$ cat config.mk
export PLATFORM = sky130hd
export DESIGN_NAME = phy_test_diag_regs
export DESIGN_NICKNAME = d
export VERILOG_FILES = /design/src/verilog/phy_test_diag_pkg.sv /design/src/verilog/phy_test_diag_regs.sv
export SDC_FILE = /design/constraint.sdc
export NUM_CORES = 1
export LEC_CHECK = 0
export BUFFER_PORTS_ARGS = -buffer_cell sky130_fd_sc_hd__buf_2
export CORE_ASPECT_RATIO = 0.6
export CORE_MARGIN = 1.5
export CORE_UTILIZATION = 54
export DETAILED_ROUTE_END_ITERATION = 12
export GPL_TIMING_DRIVEN = 0
export PLACE_DENSITY = 0.8
export SLEW_MARGIN = 5
export SYNTH_ARGS = -nofsm -noshare
export SYNTH_HDL_FRONTEND = slang
export SYNTH_SLANG_ARGS = --single-unit
$ cat constraint.sdc
create_clock -name core_clk_i -period 2.6 [get_ports core_clk_i]
set_input_delay 0.52 -clock core_clk_i [delete_from_list [all_inputs] [get_ports core_clk_i]]
set_output_delay 0.52 -clock core_clk_i [all_outputs]
set_load 0.05 [all_outputs]
$ cat src/verilog/phy_test_diag_pkg.sv
package phy_test_diag_pkg;
  // Register word offsets
  localparam logic [7:0] ADDR_TENBASE = 8'h1A;
  localparam logic [7:0] ADDR_COUNT_GAP = 8'h1B;
  localparam logic [7:0] ADDR_PKT_LEN = 8'h1C;
  localparam logic [7:0] ADDR_CABLE = 8'h1E;
  localparam logic [7:0] ADDR_IRQ_STATUS = 8'h20;
  localparam logic [7:0] ADDR_IRQ_MASK = 8'h21;
  // Field positions
  localparam int THRESH_BIT = 13;
  localparam int SQUELCH_LSB = 9;
  localparam int LINK_PULSE_BIT = 7;
  localparam int POLARITY_BIT = 4;
  localparam int JABBER_BIT = 0;
  localparam int COUNT_LSB = 8;
  localparam int LATCH_BIT = 15;
  localparam int START_BIT = 15;
  localparam int DONE_BIT = 1;
  localparam int FAIL_BIT = 0;
  // Reset values and limits
  localparam logic [3:0] SQUELCH_RESET = 4'h0;
  localparam logic [3:0] SQUELCH_MAX = 4'h8;
  localparam logic [7:0] GAP_RESET = 8'h7D;
  localparam logic [10:0] LEN_RESET = 11'h5EE;
  localparam logic [7:0] COUNT_MAX = 8'hFF;
  // Interrupt status bit positions and width
  localparam int IRQ_POLARITY = 0;
  localparam int IRQ_DONE = 1;
  localparam int IRQ_FAIL = 2;
  localparam int IRQ_SAT = 3;
  localparam int IRQ_W = 4;

  // Receiver tuning outputs toward the analog front end
  typedef struct packed {
    logic lower_threshold;
    logic [3:0] squelch;
    logic link_pulse_off;
    logic jabber_off;
  } rx_tuning_t;

  // Self-test generator settings
  typedef struct packed {
    logic [7:0] gap_bytes;
    logic [10:0] packet_bytes;
  } selftest_cfg_t;
endpackage : phy_test_diag_pkg

$ cat src/verilog/phy_test_diag_regs.sv
// Contract
// Bit 13 lowers receiver threshold
// Bits 12:9 select squelch level
// Bit 7 stops normal link pulses
// Bit 4 mirrors inverted polarity flag
// Control register read clears polarity copies
// Bit 0 disables jabber protection
// Bits 15:8 hold errored byte count
// Write bit 15 latches, clears counter
// Counter saturates at FF in mode 0
// Bits 7:0 set gap, reset 7D
// Bits 10:0 set length, reset 5EE
// Start bit cleared when done rises
// Done flag reads measurement complete
// Fail flag reads measurement failed
// Software uses 16-bit management accesses
//
// The strobed register port was left to the implementer.
module phy_test_diag_regs (
  input wire logic core_clk_i,
  input wire logic reset_i,
  input wire logic clk_en_i,
  input wire logic [7:0] addr_i,
  input wire logic [15:0] wdata_i,
  input wire logic wr_i,
  input wire logic rd_i,
  output logic [15:0] rdata_o,
  input wire logic polarity_inverted_i,
  input wire logic status_read_i,
  output logic polarity_status_o,
  input wire logic prbs_byte_error_i,
  input wire logic count_mode_i,
  input wire logic cable_done_i,
  input wire logic cable_fail_i,
  output logic cable_start_o,
  output phy_test_diag_pkg::rx_tuning_t rx_tuning_o,
  output phy_test_diag_pkg::selftest_cfg_t selftest_cfg_o,
  output logic irq_o
);
  import phy_test_diag_pkg::*;

  logic lower_threshold;
  logic [3:0] squelch;
  logic link_pulse_off;
  logic jabber_off;
  logic polarity;
  logic [7:0] run_count;
  logic [7:0] held_count;
  logic [7:0] gap_bytes;
  logic [10:0] packet_bytes;
  logic start;
  logic done;
  logic fail;
  logic [IRQ_W-1:0] irq_status;
  logic [IRQ_W-1:0] irq_mask;
  logic [IRQ_W-1:0] irq_event;
  logic done_d;
  logic sat_d;
  logic wr_tenbase;
  logic wr_count_gap;
  logic wr_pkt_len;
  logic wr_cable;
  logic rd_tenbase;
  logic latch_req;
  logic [15:0] next_rdata;

  // Access decode, all gated by the clock enable
  assign wr_tenbase = clk_en_i && wr_i && addr_i == ADDR_TENBASE;
  assign wr_count_gap = clk_en_i && wr_i && addr_i == ADDR_COUNT_GAP;
  assign wr_pkt_len = clk_en_i && wr_i && addr_i == ADDR_PKT_LEN;
  assign wr_cable = clk_en_i && wr_i && addr_i == ADDR_CABLE;
  assign rd_tenbase = clk_en_i && rd_i && addr_i == ADDR_TENBASE;
  assign latch_req = wr_count_gap && wdata_i[LATCH_BIT];

  // Receiver tuning controls
  always_ff @(posedge core_clk_i or posedge reset_i) begin
    if (reset_i) begin
      lower_threshold <= 1'b0;
      squelch <= SQUELCH_RESET;
      link_pulse_off <= 1'b0;
      jabber_off <= 1'b0;
    end else if (wr_tenbase) begin
      lower_threshold <= wdata_i[THRESH_BIT];
      squelch <= wdata_i[SQUELCH_LSB +: 4];
      link_pulse_off <= wdata_i[LINK_PULSE_BIT];
      jabber_off <= wdata_i[JABBER_BIT];
    end
  end

  // Squelch codes above 1000 are undefined, so they clamp to the top level
  assign rx_tuning_o.lower_threshold = lower_threshold;
  assign rx_tuning_o.squelch = (squelch > SQUELCH_MAX) ? SQUELCH_MAX : squelch;
  assign rx_tuning_o.link_pulse_off = link_pulse_off;
  assign rx_tuning_o.jabber_off = jabber_off;

  // Sticky polarity copy; a new detection wins over the clearing read
  always_ff @(posedge core_clk_i or posedge reset_i) begin
    if (reset_i) begin
      polarity <= 1'b0;
    end else if (clk_en_i) begin
      if (polarity_inverted_i) begin
        polarity <= 1'b1;
      end else if (rd_tenbase) begin
        polarity <= 1'b0;
      end
    end
  end
  // Same flop feeds the general status copy, so reads of that leave it alone
  assign polarity_status_o = polarity;

  // Running error counter; mode 1 lets it wrap
  always_ff @(posedge core_clk_i or posedge reset_i) begin
    if (reset_i) begin
      run_count <= 8'h00;
    end else if (clk_en_i) begin
      if (latch_req) begin
        run_count <= 8'h00;
      end else if (prbs_byte_error_i && !(run_count == COUNT_MAX && !count_mode_i)) begin
        run_count <= run_count + 8'h01;
      end
    end
  end

  // Snapshot taken by the latch write, shown on reads
  always_ff @(posedge core_clk_i or posedge reset_i) begin
    if (reset_i) begin
      held_count <= 8'h00;
    end else if (latch_req) begin
      held_count <= run_count;
    end
  end

  // Self-test generator settings
  always_ff @(posedge core_clk_i or posedge reset_i) begin
    if (reset_i) begin
      gap_bytes <= GAP_RESET;
      packet_bytes <= LEN_RESET;
    end else begin
      if (wr_count_gap) begin
        gap_bytes <= wdata_i[7:0];
      end
      if (wr_pkt_len) begin
        packet_bytes <= wdata_i[10:0];
      end
    end
  end
  assign selftest_cfg_o.gap_bytes = gap_bytes;
  assign selftest_cfg_o.packet_bytes = packet_bytes;

  // Cable test start, done and fail; completion clears start itself
  always_ff @(posedge core_clk_i or posedge reset_i) begin
    if (reset_i) begin
      start <= 1'b0;
      done <= 1'b0;
      fail <= 1'b0;
    end else if (clk_en_i) begin
      if (start && cable_done_i) begin
        start <= 1'b0;
        done <= 1'b1;
        fail <= cable_fail_i;
      end else if (wr_cable && wdata_i[START_BIT]) begin
        // A fresh run forgets the previous outcome
        start <= 1'b1;
        done <= 1'b0;
        fail <= 1'b0;
      end else if (wr_cable) begin
        start <= 1'b0;
      end
    end
  end
  assign cable_start_o = start;

  // Interrupt events: polarity, done, fail, counter saturation
  always_ff @(posedge core_clk_i or posedge reset_i) begin
    if (reset_i) begin
      done_d <= 1'b0;
      sat_d <= 1'b0;
    end else if (clk_en_i) begin
      done_d <= done;
      sat_d <= run_count == COUNT_MAX;
    end
  end
  assign irq_event[IRQ_POLARITY] = polarity_inverted_i && !polarity;
  assign irq_event[IRQ_DONE] = done && !done_d;
  assign irq_event[IRQ_FAIL] = done && !done_d && fail;
  assign irq_event[IRQ_SAT] = run_count == COUNT_MAX && !sat_d;

  // Write-one-to-clear status; a new event wins over the clear
  always_ff @(posedge core_clk_i or posedge reset_i) begin
    if (reset_i) begin
      irq_status <= '0;
      irq_mask <= '0;
    end else if (clk_en_i) begin
      if (wr_i && addr_i == ADDR_IRQ_MASK) begin
        irq_mask <= wdata_i[IRQ_W-1:0];
      end
      if (wr_i && addr_i == ADDR_IRQ_STATUS) begin
        irq_status <= (irq_status & ~wdata_i[IRQ_W-1:0]) | irq_event;
      end else begin
        irq_status <= irq_status | irq_event;
      end
    end
  end
  assign irq_o = |(irq_status & irq_mask);

  // Read mux; reserved bits and unmapped addresses read zero
  always_comb begin
    next_rdata = 16'h0000;
    case (addr_i)
      ADDR_TENBASE: begin
        next_rdata[THRESH_BIT] = lower_threshold;
        next_rdata[SQUELCH_LSB +: 4] = squelch;
        next_rdata[LINK_PULSE_BIT] = link_pulse_off;
        next_rdata[POLARITY_BIT] = polarity;
        next_rdata[JABBER_BIT] = jabber_off;
      end
      ADDR_COUNT_GAP: begin
        next_rdata[COUNT_LSB +: 8] = held_count;
        next_rdata[7:0] = gap_bytes;
      end
      ADDR_PKT_LEN: next_rdata[10:0] = packet_bytes;
      ADDR_CABLE: begin
        next_rdata[START_BIT] = start;
        next_rdata[DONE_BIT] = done;
        next_rdata[FAIL_BIT] = fail;
      end
      ADDR_IRQ_STATUS: next_rdata[IRQ_W-1:0] = irq_status;
      ADDR_IRQ_MASK: next_rdata[IRQ_W-1:0] = irq_mask;
      default: next_rdata = 16'h0000;
    endcase
  end

  // Read data stands one cycle after an enabled strobe; other enabled cycles return zero
  always_ff @(posedge core_clk_i or posedge reset_i) begin
    if (reset_i) begin
      rdata_o <= 16'h0000;
    end else if (clk_en_i) begin
      rdata_o <= rd_i ? next_rdata : 16'h0000;
    end
  end
endmodule : phy_test_diag_regs
==> flow_metrics.tcl, run 1 <==
set metrics [dict create \
    start_util_pct 56.26 \
    worstSetupPathType "input pin to register" \
    end_kind "register" \
    viasPerCell 5.877 \
    finalSetupViolations 0 \
    grt_pass1_vias 2595 \
    cts_tree "built" \
    peakVddDrop_v 0.0002582 \
    finalMaxSlewViolations 0 \
    cellPowerDensity_nw_per_um2 595.7 \
    place.port_buffers 76 \
    r2r-end "run_count[5]$_DFFE_PP0P_" \
    seq_area_frac_synth_pct 52.68 \
    hold_path.class "input pin to async pin" \
    cts_sinks 72 \
    fin_util_pct 67.65 \
    root_buffer "clkbuf_8" \
    worst_pin_slew_ps 623.7 \
    antenna_found_initial 0 \
    rsz0062_at_grt "false" \
    grt_max_degree 51 \
    wl_per_cell_um 18.49 \
    drt_iter0_drc 193 \
    final_cell_mix "buf_2 (84), dfrtp_1 (58), mux2_2 (35)" \
    synth_cell_types 54 \
    startpoint_type "input pin" \
    fmax_ghz 0.5301 \
    clkTransAtPathRegs_ps 80 \
    synth_edf_count 0 \
    cts_buffer_depth 2 \
    finish.net_count 411 \
    syn_avg_cell_area_um2 12.03 \
    hold_buffers 0 \
    postRouteAntennaNets 0 \
    core_um2 6138 \
    tns_ps 0 \
    synth_nets 323 \
    r2r_cells 5 \
    crit_fanout 10 \
    fin_crit_sh_pct 72.55 \
    crit_required_ps 2890 \
    first_pass_iters 5 \
    drv_cap 0 \
    final_common_cell "buf_2" \
    die-height_um 64.95 \
    cts_resized 0 \
    dp_hpwl_um 6251 \
    p_leak_nw 2.082 \
    drt-total-wl_um 8578 \
    ys_ff_latch 72 \
    drcViolationCount 0 \
    place.gp.congestion 0.9405 \
    die_x_um 106.2 \
    syn-cell-area_um2 3453 \
    outcome "completed" \
    dr_total_vias 2727 \
    numCtsBuffers 9 \
    areaGrowthSynthToFinish_pct 20.25 \
    post_cts_buffers 0 \
    dieArea_um2 6900 \
    period_minus_slack_ps 1886 \
    drive_gt1_share_pct 43.68 \
    max_slew_margin_pct 58.42 \
    clock_latency_ps 350 \
    synth_cells 287 \
    ys.flop_type "dfrtp_1" \
    r2r_slack_ps 780 \
    async_reset_ff_share_pct 100.0 \
    row_count 22 \
    grt_pass1_wl_um 13760 \
    gr-total-overflow 0 \
    h-tree-depth 3 \
    skew_ps 7.010 \
    rr_startpoint "run_count[0]$_DFFE_PP0P_" \
    worst-endpoint-arrival_ps 2180 \
    io_pins 80 \
    hold_viol 0 \
    grt.total_usage_pct 26.82 \
    yosysWarnings 0 \
    antenna_cells 0 \
]
## kinds of logic (layout without fill, tap and decap cells)
family | Yosys count | in the layout | synth area share [%]
DFF | 72 | 72 | 52.68
AOI/OAI and AO/OA | 56 | 56 | 12.14
and+or+nand+nor | 74 | 74 | 13.66
adders and majority gates | 1 | 1 | 0.3623
buffers and inverters | 32 | 125 | 4.312
xor gates and xnor gates | 3 | 3 | 0.7610
muxes | 49 | 49 | 16.09
## cells in the mapped netlist, drive strengths merged (2+ instances only)
master	number	share of area, %
nor2	11	1.4
a21oi	7	1.0
a21o	6	1.3
nand3b	2	0.43
nor2b	9	1.6
a211oi	5	1.1
and3	4	0.72
o221ai	2	0.51
o21bai	2	0.43
clkbuf	6	0.65
a221o	3	0.87
inv	14	1.5
mux2	40	13
nand3	8	1.5
nand4	4	0.72
dfrtp	58	42
and4b	2	0.58
o21ai	6	0.87
nand4b	2	0.51
o2bb2ai	7	1.8
a31o	2	0.51
nor4	3	0.98
buf	12	2.1
xnor2	3	0.76
nor3b	2	0.43
a22oi	4	0.87
dfstp	14	11
and4	2	0.51
and3b	4	1.1
a22o	7	1.8
mux2i	9	2.6
nand2	13	1.4
## worst max path at each step
stage	start	end	cells after the start
3_3_place_gp	reset_i	packet_bytes[4]$_DFFE_PP0P_	2
2_1_floorplan	reset_i	cable_start_o$_DFFE_PP0P_	1
6_report	clk_en_i	irq_status[3]$_DFFE_PP0P_	6
3_5_place_dp	clk_en_i	irq_status[3]$_DFFE_PP0P_	6
4_1_cts	clk_en_i	irq_status[3]$_DFFE_PP0P_	6
5_1_grt	clk_en_i	irq_status[3]$_DFFE_PP0P_	6
## area by class of cell
type	instances	area [um^2]
Fill cell	500	1986
Sequential cell	72	1819
Multi-Input combinational cell	183	1485
Timing Repair Buffer	77	407.9
Clock buffer	12	155.1
Tap cell	84	105.1
Buffer	18	96.34
Inverter	14	55.05
Clock inverter	4	28.78
## worst max-delay path, cell delays in order
cell	delay (ps)
buf_2	150
clkbuf_1	470
inv_1	120
clkbuf_1	320
nor4_1	480
a21o_1	130
## flip-flops by register name, indices dropped and copies added (netlist names), 4 cells and up
name and flops:
gap_bytes 8, held_count 8, irq_mask 4, irq_status 4
packet_bytes 11, rdata_o 16, run_count 8, squelch 4
## per-stage QoR
step | instances | area [um^2] | power (mW) | hold slack, ps | setup WS, ps
after floorplan | 287 | 3453 | 1.534 | 454.4 | 278.3
after global placement | 447 | 3939 | 1.647 | 470.1 | -616.7
after detailed placement | 448 | 3969 | 1.669 | 478.2 | 357.5
after CTS | 464 | 4153 | 2.478 | 132.9 | 697.1
after global routing | 464 | 4153 | 2.583 | 138.3 | 567.7
final | 464 | 4153 | 2.474 | 130.8 | 713.6
## routing by layer
layer	share of wire, %	vias up	GRT usage [%]
met5	0	-	0
met4	1.4	0	6.419
met3	8.3	17	8.149
met2	43	142	37.58
met1	48	1340	40.41
li1	-	1228	-
## where the power goes
part | total (mW) | internal (mW) | switching [mW]
logic | 0.339 | 0.138 | 0.201
registers | 1.32 | 1.20 | 0.112
clock network | 0.818 | 0.399 | 0.420
total | 2.47 | 1.74 | 0.733
Note: power is estimated with default switching activity, not from simulation.
==> run 2: changes to the inputs <==
--- a/config.mk
+++ b/config.mk
@@ -8,10 +8,10 @@
 export BUFFER_PORTS_ARGS = -buffer_cell sky130_fd_sc_hd__buf_2
 export CORE_ASPECT_RATIO = 0.6
 export CORE_MARGIN = 1.5
-export CORE_UTILIZATION = 54
+export CORE_UTILIZATION = 48
 export DETAILED_ROUTE_END_ITERATION = 12
 export GPL_TIMING_DRIVEN = 0
-export PLACE_DENSITY = 0.8
+export PLACE_DENSITY = 0.75
 export SLEW_MARGIN = 5
 export SYNTH_ARGS = -nofsm -noshare
 export SYNTH_HDL_FRONTEND = slang
==> constraint.sdc (replaced) <==
create_clock -name core_clk_i -period 1.5 [get_ports core_clk_i]
set_input_delay 0.3 -clock core_clk_i [delete_from_list [all_inputs] [get_ports core_clk_i]]
set_output_delay 0.3 -clock core_clk_i [all_outputs]
set_load 0.05 [all_outputs]
==> flow_metrics.tcl, run 2 (synthesis results as in run 1) <==
set metrics [dict create \
    outcome "finished, violations left" \
    top_register "rdata_o" \
    max_slew_margin_pct 45.64 \
    failed_checks "DRC, setup timing" \
    startpoint_type "register" \
    setup_ws_ps -12.79 \
    cellPowerDensity_nw_per_um2 1145 \
    tns_ps -12.79 \
    hold_path.class "input pin to async pin" \
    grt_busiest_layer "met2" \
    row_count 23 \
    skew_ps 7.700 \
    grt_pass1_vias 2612 \
    core_um2 6820 \
    critical_path_buf_inv_count 0 \
    grt_pass1_wl_um 14080 \
    io_pins 80 \
    drive_gt1_share_pct 51.17 \
    clkTransAtPathRegs_ps 60 \
    fmax_ghz 0.6610 \
    hold_viol 0 \
    worst-endpoint-arrival_ps 1770 \
    die-height_um 68.70 \
    finalMaxSlewViolations 0 \
    antenna_cells 0 \
    finalSetupViolations 1 \
    dieArea_um2 7729 \
    crit_slowest_cell "dfrtp_2" \
    cts_buffer_depth 2 \
    largest_register_ff_count 16 \
    fin_util_pct 65.47 \
    hold_buffers 0 \
    drt-total-wl_um 9459 \
    die_x_um 112.5 \
    h-tree-depth 3 \
    worstPathCellList "and4_2 -> a21o_1 -> a41o_1 -> o22ai_1" \
    reg.largest.list "rdata_o: 16 flops, packet_bytes: 11 flops" \
    cts_sinks 72 \
    start_util_pct 50.63 \
    root_buffer "clkbuf_16" \
    final_common_cell "buf_2" \
    viasPerCell 5.843 \
    finish.net_count 416 \
    dp.cells 451 \
    p_leak_nw 2.175 \
    place.port_buffers 76 \
    gr-total-overflow 0 \
    first_pass_iters 9 \
    period_minus_slack_ps 1513 \
    gr-usage-met2_pct 37.04 \
    dr_total_vias 2758 \
    globalRouteMet1Util_pct 35.03 \
    dp_hpwl_um 6335 \
    numCtsBuffers 9 \
    stdcell_count 472 \
    rsz0062_at_grt "true" \
    end_kind "register" \
    final_cell_mix "buf_2 (75), dfrtp_1 (56), mux2_2 (35)" \
    drv_cap 0 \
    use_met3_pct 6.818 \
    antenna_found_initial 0 \
    cpPeakStageDelay_ps 470 \
    cp_top_family "compound AO/OA/AOI/OAI gates" \
    multi_input_area_um2 1605 \
    worstSetupPathType "register to register" \
    peakVddDrop_v 0.0005340 \
    grt.total_usage_pct 24.86 \
    place.gp.congestion 0.8572 \
    cts_tree "built" \
    postRouteAntennaNets 0 \
    dp_slack_ps -532.1 \
    drcViolationCount 4 \
    wl_per_cell_um 20.04 \
    regArea_um2 1822 \
    worst_pin_slew_ps 813.7 \
    fillers 533 \
    crit_fanout 6 \
    crit_required_ps 1760 \
    drt_iter0_drc 186 \
    clock_latency_ps 340 \
    fin_crit_sh_pct 100.9 \
    grt_max_degree 38 \
    areaGrowthSynthToFinish_pct 29.31 \
]
-- run 2: cell count changes in the layout (fill, tap and decap cells not counted), moves of 9 or more --
cell       delta
clkbuf_8     -10
buf_2         -9
buf_4        +10
clkbuf_16     +9
-- run 2: timing repair --
action,4_1_cts,5_1_grt
buffers inserted,5,1
setup endpoints to repair,14,39
pin swaps,2,10
resized for setup,11,28
-- run 2: area by class of cell --
type | instances | share of cell area [%]
flip-flops and latches | 72 | 40.80
multi-input cells | 183 | 35.95
repair buffers | 83 | 10.37
clock buffers | 13 | 5.604
plain buffers | 17 | 2.634
well taps | 87 | 2.438
inverters | 14 | 1.261
clock inverters | 3 | 0.9526
-- run 2: worst register-to-register path: cells and delay by family (launching register included) --
family,cells,cell delay (ps)
AOI/OAI and AO/OA,3,650
DFF,1,470
and+or+nand+nor,1,310
-- run 2: report_power, final --
| group | switching (mW) | internal [mW] | leakage, nW |
|---|---|---|---|
| Combinational | 0.396 | 0.299 | 1.12 |
| Sequential | 0.201 | 2.09 | 0.912 |
| Clock | 0.791 | 1.33 | 0.140 |
| Total | 1.39 | 3.72 | 2.18 |
-- run 2: path summary, 6_finish.rpt --
check                                              start                          end  slack [ps]  cells past startpoint
min in group core_clk_i                      wdata_i[12]       squelch[3]$_DFFE_PP0P_         200                      2
worst min register to register    rdata_o[4]$_DFFE_PP0P_       rdata_o[4]$_DFFE_PP0P_         490                      1
worst max-delay path            run_count[6]$_DFFE_PP0P_     run_count[1]$_DFFE_PP0P_         -10                      4
worst min-delay path                             reset_i           done_d$_DFFE_PP0P_         120                      2
worst max register to register  run_count[6]$_DFFE_PP0P_     run_count[1]$_DFFE_PP0P_         -10                      4
max in group asynchronous                        reset_i  packet_bytes[7]$_DFFE_PP1P_         670                      3
-- run 2: layer usage --
metal / share of wire, % / wire length [um]
met2: 44 / 4207
met3: 8.2 / 776
met1: 46 / 4317
met4: 1.7 / 157
met5: 0 / 0
-- run 2: through the flow --
stage | power [mW] | hold slack, ps | cell area, um^2
global route | 5.285 | 172.6 | 4466
global placement | 2.857 | 469.8 | 3974
finish | 5.112 | 117.4 | 4466
floorplan | 2.666 | 431.7 | 3485
CTS | 5.073 | 134.2 | 4370
detailed placement | 2.887 | 473.9 | 3994
==> run 3: changes to the inputs <==
--- a/config.mk
+++ b/config.mk
@@ -8,10 +8,9 @@
 export BUFFER_PORTS_ARGS = -buffer_cell sky130_fd_sc_hd__buf_2
 export CORE_ASPECT_RATIO = 0.6
 export CORE_MARGIN = 1.5
-export CORE_UTILIZATION = 48
+export CORE_UTILIZATION = 35
 export DETAILED_ROUTE_END_ITERATION = 12
 export GPL_TIMING_DRIVEN = 0
-export PLACE_DENSITY = 0.75
 export SLEW_MARGIN = 5
 export SYNTH_ARGS = -nofsm -noshare
 export SYNTH_HDL_FRONTEND = slang
==> flow_metrics.tcl, run 3 (synthesis results as in run 1) <==
set metrics [dict create \
    worstPathCellList "ha_2 -> and4b_2 -> a21o_1 -> a41o_1 -> o22ai_1" \
    dr_total_vias 2715 \
    first_pass_iters 4 \
    rsz0062_at_grt "true" \
    setup_ws_ps -29.75 \
    postRouteAntennaNets 0 \
    fillers 916 \
    drv_cap 0 \
    period_minus_slack_ps 1530 \
    largest_register_ff_count 16 \
    outcome "finished, violations left" \
    critical_path_buf_inv_count 0 \
    fin_crit_sh_pct 102.0 \
    die_x_um 131.2 \
    reg.largest.list "rdata_o: 16 flops, packet_bytes: 11 flops" \
    cpPeakStageDelay_ps 390 \
    antenna_cells 0 \
    crit_required_ps 1760 \
    core_um2 9392 \
    numCtsBuffers 9 \
    grt_pass1_wl_um 15160 \
    die-height_um 79.94 \
    drcViolationCount 0 \
    cellPowerDensity_nw_per_um2 1111 \
    areaGrowthSynthToFinish_pct 30.51 \
    cts_sinks 72 \
    worstSetupPathType "register to register" \
    final_common_cell "buf_2" \
    max_slew_margin_pct 59.07 \
    clkTransAtPathRegs_ps 60 \
    finalMaxSlewViolations 0 \
    dp_slack_ps -554.7 \
    io_pins 80 \
    drt-total-wl_um 9364 \
    hold_viol 0 \
    hold_path.class "input pin to register" \
    top_register "rdata_o" \
    gr-total-overflow 0 \
    row_count 27 \
    end_kind "register" \
    grt_max_degree 41 \
    dp_hpwl_um 6581 \
    place.port_buffers 76 \
    failed_checks "setup timing" \
    finalSetupViolations 2 \
    startpoint_type "register" \
    drt_iter0_drc 202 \
    start_util_pct 36.77 \
    crit_slowest_cell "dfrtp_1" \
    root_buffer "clkbuf_16" \
    fmax_ghz 0.6537 \
    fin_util_pct 47.99 \
    h-tree-depth 3 \
    wl_per_cell_um 18.01 \
    dieArea_um2 10490 \
    cts_tree "built" \
    cts_buffer_depth 2 \
    worst-endpoint-arrival_ps 1790 \
    peakVddDrop_v 0.0005507 \
    finish.net_count 421 \
    p_leak_nw 2.197 \
    antenna_found_initial 0 \
    worst_pin_slew_ps 613.9 \
    skew_ps 5.396 \
    clock_latency_ps 340 \
    final_cell_mix "buf_2 (75), dfrtp_1 (58), mux2_2 (35)" \
    cp_top_family "compound AO/OA/AOI/OAI gates" \
    drive_gt1_share_pct 49.23 \
    grt.total_usage_pct 19.45 \
    crit_fanout 6 \
    viasPerCell 5.221 \
    grt_pass1_vias 2728 \
    place.gp.congestion 0.8477 \
]
run 3: cell types whose count changed in the layout (fill, tap and decap cells not counted), moves of 2 or more:
cell	delta
clkbuf_4	+2
clkbuf_8	+2
dfrtp_1	+2
dfrtp_2	-2
buf_4	+4
run 3: per-layer routing:
| metal | wire, um | vias up | track usage [%] |
|---|---|---|---|
| li1 | - | 1251 | - |
| met1 | 4783 | 1366 | 27.59 |
| met2 | 3853 | 93 | 27.88 |
| met3 | 683 | 5 | 7.937 |
| met4 | 44 | 0 | 3.258 |
| met5 | 0 | - | 0 |
run 3: layout make-up:
class	instances	area (um^2)	share of cell area (%)
plain buffers	15	98.84	2.193
clock buffers	14	274.0	6.080
clock inverters	2	12.51	0.2776
inverters	14	56.30	1.249
multi-input cells	183	1556	34.54
flip-flops and latches	72	1819	40.37
well taps	130	162.7	3.609
repair buffers	90	526.8	11.69
run 3: worst paths after layout:
path                                     startpoint                           to  slack, ps  cells past startpoint
min in group asynchronous                   reset_i      rdata_o[15]$_DFFE_PP0P_        400                      3
setup / recovery           run_count[0]$_DFFE_PP0P_     run_count[1]$_DFFE_PP0P_        -30                      5
setup reg to reg           run_count[0]$_DFFE_PP0P_     run_count[1]$_DFFE_PP0P_        -30                      5
hold reg to reg             rdata_o[10]$_DFFE_PP0P_      rdata_o[10]$_DFFE_PP0P_        490                      1
hold / removal                         cable_fail_i             fail$_DFFE_PP0P_        190                      2
max in group asynchronous                   reset_i  packet_bytes[7]$_DFFE_PP1P_        380                      5
run 3: through the flow:
step                      instances  TNS (ps)  area (um^2)  hold slack [ps]  total power, mW
after floorplan                 287    -547.4         3485            431.7            2.666
after global placement          493    -26850         4028            464.9            2.865
after detailed placement        495    -19350         4068            185.4            2.895
after CTS                       518    -17.76         4454            182.2            5.013
after global routing            520    -218.5         4507            186.4            5.240
final                           520    -36.73         4507            188.9            5.007
run 3: worst register-to-register path: stages, from the launching register on:
cell	delay [ps]
dfrtp_1	390
ha_2	190
and4b_2	280
a21o_1	220
a41o_1	230
o22ai_1	140
run 3: timing repair:
| action | 4_1_cts | 5_1_grt |
|---|---|---|
| setup endpoints to repair | 23 | 29 |
| resized for setup | 9 | 14 |
| buffers inserted | 8 | 3 |
| endpoints found under the hold margin | 1 | 0 |
| pin swaps | 4 | 10 |
| hold buffers | 1 | 0 |
run 3: power by group:
group          leakage [nW]  internal, mW  switching (mW)
registers             0.915          2.09           0.178
logic                  1.14         0.296           0.382
clock network         0.139          1.25           0.807
